<file path="config.mk">
export PLATFORM = sky130hd
export DESIGN_NAME = data_eeprom_access_sequencer
export DESIGN_NICKNAME = d
export VERILOG_FILES = /design/src/nv_seq_pkg.sv /design/src/data_eeprom_access_sequencer.sv /design/src/nv_array.sv
export VERILOG_INCLUDE_DIRS = /design/src
export SDC_FILE = /design/constraint.sdc
export NUM_CORES = 1
export LEC_CHECK = 0
export ABC_AREA = 1
export BUFFER_PORTS_ARGS = -buffer_cell sky130_fd_sc_hd__buf_2
export CAP_MARGIN = 20
export CORE_ASPECT_RATIO = 1.4
export CORE_MARGIN = 2
export CORE_UTILIZATION = 55
export CTS_CLUSTER_SIZE = 12
export DETAILED_ROUTE_END_ITERATION = 6
export GPL_ROUTABILITY_DRIVEN = 1
export PLACE_DENSITY = 0.71
export SLEW_MARGIN = 40
export SYNTH_ARGS = -nofsm -noshare
export SYNTH_HDL_FRONTEND = slang
export SYNTH_SLANG_ARGS = --single-unit
</file>
<file path="constraint.sdc">
create_clock -name sys_clk -period 1.9 [get_ports sys_clk]
set_clock_uncertainty 0.05 [all_clocks]
set_input_delay 0.095 -clock sys_clk [delete_from_list [all_inputs] [get_ports sys_clk]]
set_output_delay 0.095 -clock sys_clk [all_outputs]
set_load 0.01 [all_outputs]
</file>
<file path="src/nv_seq_map.svh">
// offsets, field positions, reset values and timing counts
// assumes inclusion by the sequencer design file
`ifndef NV_SEQ_MAP_SVH
`define NV_SEQ_MAP_SVH
`define CTRL_OFFSET      8'h40
`define CTRL_SECTOR      8'h01
`define BIT_READ_START   0
`define BIT_READ_ENABLE  1
`define BIT_WRITE_START  2
`define BIT_WRITE_ENABLE 3
`define CTRL_RESET       4'h0
`define ADDR_RESET       7'h00
`define DATA_RESET       8'h00
`define WRITE_TIME_US    2000
`define READ_CYCLES      4
`endif

</file>
<file path="src/nv_seq_pkg.sv">
// types shared by the sequencer
// assumes no surroundings
package nv_seq_pkg;
    typedef enum logic [1:0] {
        ST_IDLE,
        ST_READ,
        ST_WRITE
    } seq_state_t;
endpackage

</file>
<file path="src/data_eeprom_access_sequencer.sv">
// data eeprom control: address, data and control registers
// reached from a cpu register port; array lives in nv_array
// assumes strobes and clock_stop come from logic on sys_clk
`timescale 1ns/10ps
`include "nv_seq_map.svh"
module data_eeprom_access_sequencer
    import nv_seq_pkg::*;
#(
    parameter int ADDR_W      = 7,
    parameter int CLK_MHZ     = 25,
    parameter int WRITE_TICKS = `WRITE_TIME_US * CLK_MHZ
) (
    input  wire logic              sys_clk,
    input  wire logic              rst_n,
    input  wire logic              nv_addr_wr,
    input  wire logic              nv_data_wr,
    input  wire logic              indirect_wr,
    input  wire logic [7:0]        cpu_wdata,
    input  wire logic [7:0]        pointer_low_byte,
    input  wire logic [7:0]        pointer_high_byte,
    input  wire logic              clock_stop,
    input  wire logic              write_done_clr,
    input  wire logic              mf_flag_clr,
    output logic      [ADDR_W-1:0] nv_addr_reg,
    output logic      [7:0]        nv_data_reg,
    output logic      [7:0]        nv_ctrl_reg,
    output logic                   ctrl_selected,
    output logic                   write_done_flag,
    output logic                   mf_irq_flag,
    output logic                   busy
);
    localparam int CNT_W = $clog2(WRITE_TICKS + 1);
    localparam logic [CNT_W-1:0] WR_LAST = CNT_W'(WRITE_TICKS - 1);
    localparam logic [CNT_W-1:0] RD_LAST = CNT_W'(`READ_CYCLES - 1);

    logic       rst_meta;
    logic       rst_sync;
    logic [7:0] rd_data;
    logic [3:0] ctrl;
    logic [3:0] next_ctrl;
    logic [ADDR_W-1:0] next_addr;
    logic [7:0] next_data;
    logic [CNT_W-1:0] cnt;
    logic [CNT_W-1:0] next_cnt;
    seq_state_t state;
    seq_state_t next_state;
    logic       next_done;
    logic       next_mf;
    logic       ctrl_wr;
    logic       arr_wr;
    logic       cycle_end;

    always_ff @(posedge sys_clk or negedge rst_n) begin
        if (!rst_n) begin
            rst_meta <= 1'b0;
            rst_sync <= 1'b0;
        end else begin
            rst_meta <= 1'b1;
            rst_sync <= rst_meta;
        end
    end

    assign ctrl_selected = (pointer_low_byte == `CTRL_OFFSET) &&
                           (pointer_high_byte == `CTRL_SECTOR);
    assign ctrl_wr   = indirect_wr && ctrl_selected;
    assign nv_ctrl_reg = {4'h0, ctrl};
    assign busy      = (state != ST_IDLE);
    assign cycle_end = (cnt == ((state == ST_WRITE) ? WR_LAST : RD_LAST));
    assign arr_wr    = (state == ST_WRITE) && cycle_end && !clock_stop;

    always_comb begin
        next_ctrl  = ctrl;
        next_state = state;
        next_cnt   = cnt;
        next_addr  = nv_addr_reg;
        // operands frozen mid-cycle so the array sees stable values
        if (nv_addr_wr && !busy) begin
            next_addr = cpu_wdata[ADDR_W-1:0];
        end
        if (ctrl_wr) begin
            next_ctrl[`BIT_WRITE_ENABLE] = cpu_wdata[`BIT_WRITE_ENABLE];
            next_ctrl[`BIT_READ_ENABLE]  = cpu_wdata[`BIT_READ_ENABLE];
            // start bits cannot be dropped by software mid-cycle
            next_ctrl[`BIT_WRITE_START] = ctrl[`BIT_WRITE_START];
            next_ctrl[`BIT_READ_START]  = ctrl[`BIT_READ_START];
            // starts gated by previously set enables
            // a double start keeps only the write when write is enabled, else the read
            if (state == ST_IDLE) begin
                if (cpu_wdata[`BIT_WRITE_START] &&
                    ctrl[`BIT_WRITE_ENABLE]) begin
                    next_ctrl[`BIT_WRITE_START] = 1'b1;
                    next_state = ST_WRITE;
                    next_cnt   = '0;
                end else if (cpu_wdata[`BIT_READ_START] &&
                             ctrl[`BIT_READ_ENABLE]) begin
                    next_ctrl[`BIT_READ_START] = 1'b1;
                    next_state = ST_READ;
                    next_cnt   = '0;
                end
            end
        end
        unique case (state)
            ST_IDLE: begin
            end
            ST_READ, ST_WRITE: begin
                if (clock_stop) begin
                    next_state = ST_IDLE;
                    next_ctrl[`BIT_WRITE_START] = 1'b0;
                    next_ctrl[`BIT_READ_START]  = 1'b0;
                end else if (cycle_end) begin
                    next_state = ST_IDLE;
                    next_ctrl[`BIT_WRITE_START] = 1'b0;
                    next_ctrl[`BIT_READ_START]  = 1'b0;
                end else begin
                    next_cnt = CNT_W'(cnt + 1'b1);
                end
            end
            default: begin
                // unused state code falls back to idle
                next_state = ST_IDLE;
            end
        endcase
    end

    // flags set on write end, set beats clear
    // interrupt service clears only the multi-function flag
    always_comb begin
        next_done = write_done_flag;
        next_mf   = mf_irq_flag;
        if (write_done_clr) begin
            next_done = 1'b0;
        end
        if (mf_flag_clr) begin
            next_mf = 1'b0;
        end
        if (arr_wr) begin
            next_done = 1'b1;
            next_mf   = 1'b1;
        end
    end

    always_ff @(posedge sys_clk or negedge rst_sync) begin
        if (!rst_sync) begin
            write_done_flag <= 1'b0;
            mf_irq_flag     <= 1'b0;
        end else begin
            write_done_flag <= next_done;
            mf_irq_flag     <= next_mf;
        end
    end

    // read data lands one cycle after array latch; hold until next op
    logic rd_land;
    logic next_rd_land;
    assign next_rd_land = (state == ST_READ) && cycle_end && !clock_stop;

    // data register: cpu write, or array result after a read
    always_comb begin
        next_data = nv_data_reg;
        if (nv_data_wr && !busy) begin
            next_data = cpu_wdata;
        end
        // array result beats a cpu load in the same cycle
        if (rd_land) begin
            next_data = rd_data;
        end
    end

    always_ff @(posedge sys_clk or negedge rst_sync) begin
        if (!rst_sync) begin
            ctrl        <= `CTRL_RESET;
            state       <= ST_IDLE;
            cnt         <= '0;
            nv_addr_reg <= `ADDR_RESET;
            nv_data_reg <= `DATA_RESET;
            rd_land     <= 1'b0;
        end else begin
            ctrl        <= next_ctrl;
            state       <= next_state;
            cnt         <= next_cnt;
            nv_addr_reg <= next_addr;
            nv_data_reg <= next_data;
            rd_land     <= next_rd_land;
        end
    end

    nv_array #(
        .ADDR_W (ADDR_W)
    ) u_array (
        .sys_clk (sys_clk),
        .wr_en   (arr_wr),
        .addr    (nv_addr_reg),
        .wr_data (nv_data_reg),
        .rd_data (rd_data)
    );
endmodule

</file>
<file path="src/nv_array.sv">
// nonvolatile byte array model with registered read data
// assumes one access per cycle from the sequencer
`timescale 1ns/10ps
module nv_array #(
    parameter int ADDR_W = 7
) (
    input  wire logic              sys_clk,
    input  wire logic              wr_en,
    input  wire logic [ADDR_W-1:0] addr,
    input  wire logic [7:0]        wr_data,
    output logic      [7:0]        rd_data
);
    logic [7:0] mem [0:(1<<ADDR_W)-1];

    always_ff @(posedge sys_clk) begin
        if (wr_en) begin
            mem[addr] <= wr_data;
        end
        rd_data <= mem[addr];
    end
endmodule

</file>
==> results of run 1 <==
-- area by class of cell --
type                            instances  area (µm²)  area share
Clock inverter                         15         128     0.00221
Sequential cell                      1074       32000       0.554
Timing Repair Buffer                  550        6180       0.107
Tap cell                             1088        1360      0.0236
Inverter                              866        3270      0.0565
Multi-Input combinational cell       2458       12100       0.209
Clock buffer                          140        2730      0.0472
-- per-stage QoR --
stage | instances | cell area (µm²) | setup WS [ns] | hold WS [ns]
after floorplan | 4615 | 48100 | -0.468 | -0.251
after global placement | 5965 | 53200 | -0.669 | -0.170
after detailed placement | 5965 | 53200 | -0.561 | -0.168
after CTS | 6149 | 56700 | -0.404 | 0.0693
after global routing | 6191 | 57700 | -0.545 | 0.122
final | 6191 | 57700 | -0.434 | 0.103
-- worst min-delay path, stage by stage --
cell and delay [ns]:
dlygate4sd3_1 0.52, buf_2 0.09, o21ai_0 0.08
-- final timing paths --
path,to,depth (start not counted)
worst max-delay path,u_array.rd_data[7]$_DFF_P_,11
worst min-delay path,mf_irq_flag$_DFFE_PN0P_,3
worst max register to register,u_array.rd_data[7]$_DFF_P_,11
worst min register to register,cnt[10]$_DFF_PN0_,0
max in group asynchronous,nv_addr_reg[0]$_DFFE_PN0P_,1
min in group asynchronous,cnt[10]$_DFF_PN0_,0
-- timing repair --
action                                  in CTS  in global routing
endpoints found under the setup margin    1047               1067
resized for setup                           52                112
pin swaps                                   14                 33
hold buffers                                19                  0
endpoints found under the hold margin       26                  0
cloned                                       4                  9
buffers inserted                             6                 33
-- power groups by stage --
stage / clock (mW) / combinational [mW] / sequential, mW
2_1_floorplan: 0 / 2.64 / 27.2
3_3_place_gp: 0 / 5.42 / 27.1
3_5_place_dp: 0 / 5.49 / 27.1
4_1_cts: 18.5 / 5.69 / 26.6
5_1_grt: 19.4 / 6.25 / 26.6
6_report: 18.3 / 5.84 / 26.6
-- kinds of logic (layout without fill, tap and decap cells) --
kind of cell,after synthesis,count (layout),synth area share
other,2,5,0.000160
flip-flops,1074,1074,0.682
multiplexers,1,1,0.000240
buffers and inverters,1083,1571,0.0909
adder cells (fa/ha/maj),5,5,0.00133
XOR/XNOR,12,12,0.00224
AND/OR/NAND/NOR,2243,2243,0.202
AO/OA/AOI/OAI,192,192,0.0212
-- layout by cell type (no fill, tap or decap), drive strengths merged --
| cell | count |
|---|---|
| nand2 | 1250 |
| edfxtp | 1024 |
| inv | 869 |
| buf | 522 |
| nand3 | 456 |
| nor2 | 292 |
| o21ai | 170 |
| clkbuf | 147 |
| nor3 | 135 |
| or2 | 74 |
| dfrtp | 42 |
| nand4 | 31 |
| dlygate4sd3 | 19 |
| clkinv | 12 |
| xor2 | 11 |
| a21oi | 9 |
| o211ai | 8 |
| dfxtp | 8 |
| conb | 5 |
| ha | 5 |
| nor4 | 3 |
| nand3b | 2 |
| o21bai | 2 |
| bufbuf | 2 |
| o31ai | 1 |
| xnor2 | 1 |
| a21o | 1 |
| mux2 | 1 |
| o311ai | 1 |
-- per-layer routing --
layer  global-route usage  up-vias  wire length (µm)
met1                0.348    15693             46800
li1                     -    15686                 -
met5                    0        -                18
met2                0.490     1376             63300
met3               0.0409      320              9040
met4                0.146        2              6820
==> flow_summary_export.csv, run 1 <==
group,metric,value,unit
floorplanning,die_area,87600,µm²
synth,synth-seq-cells,1074,
clock_network,clk_latency,0.68,ns
floorplanning,ios,59,
power_and_ir_drop,p_total,50.7,mW
sta,fmax,428,MHz
floorplanning,die_x,251,µm
floorplanning,rows,126,
place,hpwl,79.3,mm
power_and_ir_drop,swShare,0.249,
synth,ys_top_cells_by_area,"edfxtp_1 (66%), nand2_1 (10%), inv_1 (6.9%)",
setup_path,critPathRequiredTime,2.42,ns
routing,vias,33077,
setup_path,cp_cell_sequence,"buf_12, buf_4, or2_2, nand3_1, nand2_1, o21ai_2, nand2_1, nor2_1, nor2_1, nor2_1, nand2_1",
outcome,violations,"negative setup slack",
sta,worst_pin_slew,0.681,ns
setup_path,cp_slowest_cell,"dfrtp_4",
final_layout,utilization,0.685,
final_layout,diodes,0,
synth,ys_warn_count,0,
synth,yosysTopAreaCellShare,0.656,
synth,async_flop_share,0.0391,
setup_path,crit_type,"reg -> reg",
setup_path,cp-start-kind,"flop",
final_layout,largest_register_ff_count,1024,
power_and_ir_drop,leakage,25.6,nW
global_route,antenna_found_initial,1,
sta,fin_tns_setup,-303.88,ns
place,portBuffers,54,
setup_path,critPathLaunch,"nv_addr_reg[0]$_DFFE_PN0P_",
routing,drtAntennaViolNets,0,
setup_path,slowest_delay,0.56,ns
routing,wl_per_cell,20.3,µm
sta,slew_viol_final,0,
floorplanning,initial_utilization,0.556,
clock_network,clk_path_buf_depth,3,
global_route,grt_pass1_wl,187,mm
clock_network,cts-htree-levels,3,
clock_network,cts_root_buf,"clkbuf_16",
sta,hold_viol_final,0,
routing,first_pass_iters,6,
routing,wl,126,mm
synth,synth_seq_area_share,0.682,
synth,synth-main-ff-cell,"edfxtp_1",
final_layout,reg_top3,"u_array.mem x1024, cnt x16",
setup_path,critPathMaxFanout,25,
sta,post-route-period-util,1.23,
synth,synth_area,46900,µm²
worst_hold_path,min-delay-start,"mf_flag_clr",
routing,via_per_inst,5.34,
sta,finalCriticalPeriod,2.33,ns
sta,slew_headroom,0.546,
global_route,grt_start_max_net_pins,68,
synth,yosys.area.top_type,"edfxtp_1",
power_and_ir_drop,comb_power_share,0.115,
global_route,grt.overflow.total,0,
power_and_ir_drop,peakVddDrop,0.000775,V
setup_path,crit_buf_inv,2,
sta,layout_setup_ws,-0.434,ns
routing,drtIter0Drc,3016,
synth,synth_common_cells,"nand2_1 (1250), edfxtp_1 (1024), inv_1 (863)",
sta,setup_viol,1041,
global_route,grt_pass1_vias,32495,
power_and_ir_drop,power.density,878,nW/µm²
setup_path,r2r-start,"nv_addr_reg[0]$_DFFE_PN0P_",
final_layout,final_nets,5089,
clock_network,cts_tree,"yes",
worst_hold_path,min_path_type,"in -> reg",
synth,synth.distinct_cells,38,
clock_network,cts_buffers,102,
flow_run,timing.max_cap.violations,0,
global_route,grtUsageTotal,0.284,
final_layout,nFillCells,5914,
routing,drcViolationCount,0,
floorplanning,die_h,349,µm
final_layout,top_register,"u_array.mem",
synth,synth_most_common_cell,"nand2_1",
clock_network,path_clk_slew,0.06,ns
synth,syn_area_per_cell,10.2,µm²
floorplanning,core,84300,µm²
final_layout,area_growth,23.2,%
place,gp_congestion,0.923,
setup_path,ff2ff_setup_slack,-0.43,ns
synth,synth_edf_count,1024,
power_and_ir_drop,p_clk_frac,0.361,
setup_path,cp_top_family,"simple AND/OR/NAND/NOR gates",
setup_path,worst_ep_arrival_time,2.86,ns
power_and_ir_drop,seq_power_share,0.524,
sta,rsz0062_at_grt,"yes",
power_and_ir_drop,internal-power,38.1,mW
final_layout,drive_above_1_share,0.176,
synth,synthCells,4612,
setup_path,crit_path_end_kind,"flop",
clock_network,cts.sink_count,1074,
outcome,status,"complete, but fails checks",
power_and_ir_drop,p_switching,12.6,mW
Power figures use the tool's default switching activity.
==> inputs of run 2 (changes only) <==
--- a/config.mk
+++ b/config.mk
@@ -15,7 +15,7 @@
 export CTS_CLUSTER_SIZE = 12
 export DETAILED_ROUTE_END_ITERATION = 6
 export GPL_ROUTABILITY_DRIVEN = 1
-export PLACE_DENSITY = 0.71
+export PLACE_DENSITY = 0.68
 export SLEW_MARGIN = 40
 export SYNTH_ARGS = -nofsm -noshare
 export SYNTH_HDL_FRONTEND = slang
==> constraint.sdc (replaced) <==
create_clock -name sys_clk -period 2.5 [get_ports sys_clk]
set_clock_uncertainty 0.05 [all_clocks]
set_input_delay 0.125 -clock sys_clk [delete_from_list [all_inputs] [get_ports sys_clk]]
set_output_delay 0.125 -clock sys_clk [all_outputs]
set_load 0.01 [all_outputs]
==> run 2 against run 1 <==
The run now ends clean. Combinational power fell by 35%. Non-clock buffer count fell by 177. Sequential power down 24%.
==> flow_summary_export.csv, run 2 (synthesis results as in run 1) <==
group,metric,value,unit
outcome,status,"completed",
global_route,grt_pass1_wl,180,mm
final_layout,utilization,0.636,
place,gp_congestion,0.869,
final_layout,final_nets,4913,
floorplanning,initial_utilization,0.556,
power_and_ir_drop,swShare,0.242,
routing,drtAntennaViolNets,0,
routing,drtIter0Drc,2940,
place,hpwl,74.2,mm
setup_path,cp_slowest_cell,"dfrtp_4",
final_layout,diodes,0,
setup_path,crit_buf_inv,3,
global_route,grt.overflow.total,0,
power_and_ir_drop,peakVddDrop,0.000562,V
sta,slew_headroom,0.524,
final_layout,multi_input_area,10700,µm²
sta,layout_setup_ws,0.0871,ns
final_layout,reg_top3,"u_array.mem x1024, cnt x16",
sta,fmax,414,MHz
sta,slew_viol_final,0,
power_and_ir_drop,comb_power_share,0.100,
routing,wl_per_cell,19.7,µm
power_and_ir_drop,leakage,23.2,nW
final_layout,mostFrequentLayoutCell,"nand2_1",
routing,vias,31894,
setup_path,critPathMaxFanout,38,
place,placed_cell_area,50500,µm²
power_and_ir_drop,power.density,712,nW/µm²
floorplanning,ios,59,
clock_network,cts_buffers,103,
flow_run,timing.max_cap.violations,0,
final_layout,nFillCells,6528,
final_layout,regArea,32000,µm²
place,place_ws,0.119,ns
final_layout,top_register,"u_array.mem",
setup_path,crit_path_end_kind,"flop",
routing,wl,118,mm
routing,drcViolationCount,0,
setup_path,cp_cell_sequence,"buf_12, buf_12, buf_12, or2_2, nand3_1, nand2_1, o21ai_1, nand2_1, nor2_1, nor2_1, nor2_1, nand2_1",
routing,first_pass_iters,5,
power_and_ir_drop,p_total,38.2,mW
clock_network,path_clk_slew,0.06,ns
floorplanning,die_h,349,µm
clock_network,cts_root_buf,"clkbuf_16",
sta,post-route-period-util,0.965,
sta,setup_viol,0,
power_and_ir_drop,seq_power_share,0.531,
floorplanning,die_area,87600,µm²
clock_network,clk_path_buf_depth,3,
final_layout,stdcell_area,53700,µm²
worst_hold_path,min_path_type,"in -> reg",
floorplanning,rows,126,
sta,fin_tns_setup,0,ns
setup_path,cp-start-kind,"flop",
setup_path,crit_type,"reg -> reg",
global_route,grt_pass1_vias,31363,
global_route,grtUsageTotal,0.272,
sta,worst_pin_slew,0.714,ns
power_and_ir_drop,internal-power,28.9,mW
place,portBuffers,54,
floorplanning,core,84300,µm²
final_layout,drive_above_1_share,0.114,
sta,finalCriticalPeriod,2.41,ns
setup_path,critPathRequiredTime,3.02,ns
setup_path,slowest_delay,0.52,ns
final_layout,largest_register_ff_count,1024,
final_layout,layout_common_cells,"nand2_1 (1249), edfxtp_1 (1024), inv_1 (859)",
global_route,antenna_found_initial,0,
clock_network,cts-htree-levels,3,
sta,rsz0062_at_grt,"yes",
clock_network,clk_latency,0.68,ns
power_and_ir_drop,p_clk_frac,0.370,
global_route,grt_start_max_net_pins,65,
setup_path,worst_ep_arrival_time,2.94,ns
sta,hold_viol_final,0,
setup_path,cp_top_family,"simple AND/OR/NAND/NOR gates",
clock_network,cts_tree,"yes",
routing,via_per_inst,5.31,
power_and_ir_drop,p_switching,9.26,mW
clock_network,cts.sink_count,1074,
floorplanning,die_x,251,µm
final_layout,area_growth,14.5,%
## run 2: tightest hold or removal path, cell delays in order
cell     delay, ns
buf_2         0.09
nand3_1       0.23
nor2_1        0.14
o21ai_0       0.17
nor2_1        0.05
## run 2: power groups by stage
stage                     clock network [mW]  registers (mW)  logic, mW
final                                   14.1            20.3       3.81
after global routing                    15.0            20.3       4.11
after CTS                               14.3            20.3       3.78
after detailed placement                   0            20.7       3.74
after global placement                     0            20.7       3.70
after floorplan                            0            20.6       1.89
## run 2: per-stage QoR
| step | instances | hold slack, ns |
|---|---|---|
| floorplan | 4615 | -0.221 |
| global placement | 5836 | -0.140 |
| detailed placement | 5836 | -0.139 |
| CTS | 6006 | 0.109 |
| global route | 6008 | 0.136 |
| finish | 6008 | 0.136 |
## run 2: final cells by class
class                      count  share of cell area
timing repair buffer         373              0.0635
clock buffer                 133              0.0515
multi-input combinational   2458               0.200
tap                         1088              0.0254
inverter                     866              0.0607
sequential                  1074               0.596
clock inverter                16             0.00254
## run 2: repair_timing
item,in CTS,in global routing
hold endpoints to repair,25,0
setup endpoints to repair,0,38
setup buffers,0,2
hold buffers,21,0
gates resized for setup,0,7
## run 2: worst paths after layout
kind	start	to	slack (ns)	cells past startpoint
min in group asynchronous	rst_n	rst_meta$_DFF_PN0_	0.24	3
setup / recovery	nv_addr_reg[0]$_DFFE_PN0P_	u_array.rd_data[1]$_DFF_P_	0.09	12
max in group asynchronous	rst_sync$_DFF_PN0_	nv_data_reg[7]$_DFFE_PN0P_	1.70	0
hold reg to reg	rst_sync$_DFF_PN0_	cnt[10]$_DFF_PN0_	0.27	0
setup reg to reg	nv_addr_reg[0]$_DFFE_PN0P_	u_array.rd_data[1]$_DFF_P_	0.09	12
hold / removal	indirect_wr	state[0]$_DFF_PN0_	0.14	5
## run 2: layer usage
metal / part of all wire / GRT usage / routed length (µm)
met5: 0 / 0 / 0
met4: 0.047 / 0.129 / 5600
met3: 0.063 / 0.0313 / 7400
met2: 0.51 / 0.483 / 60100
met1: 0.38 / 0.334 / 45100
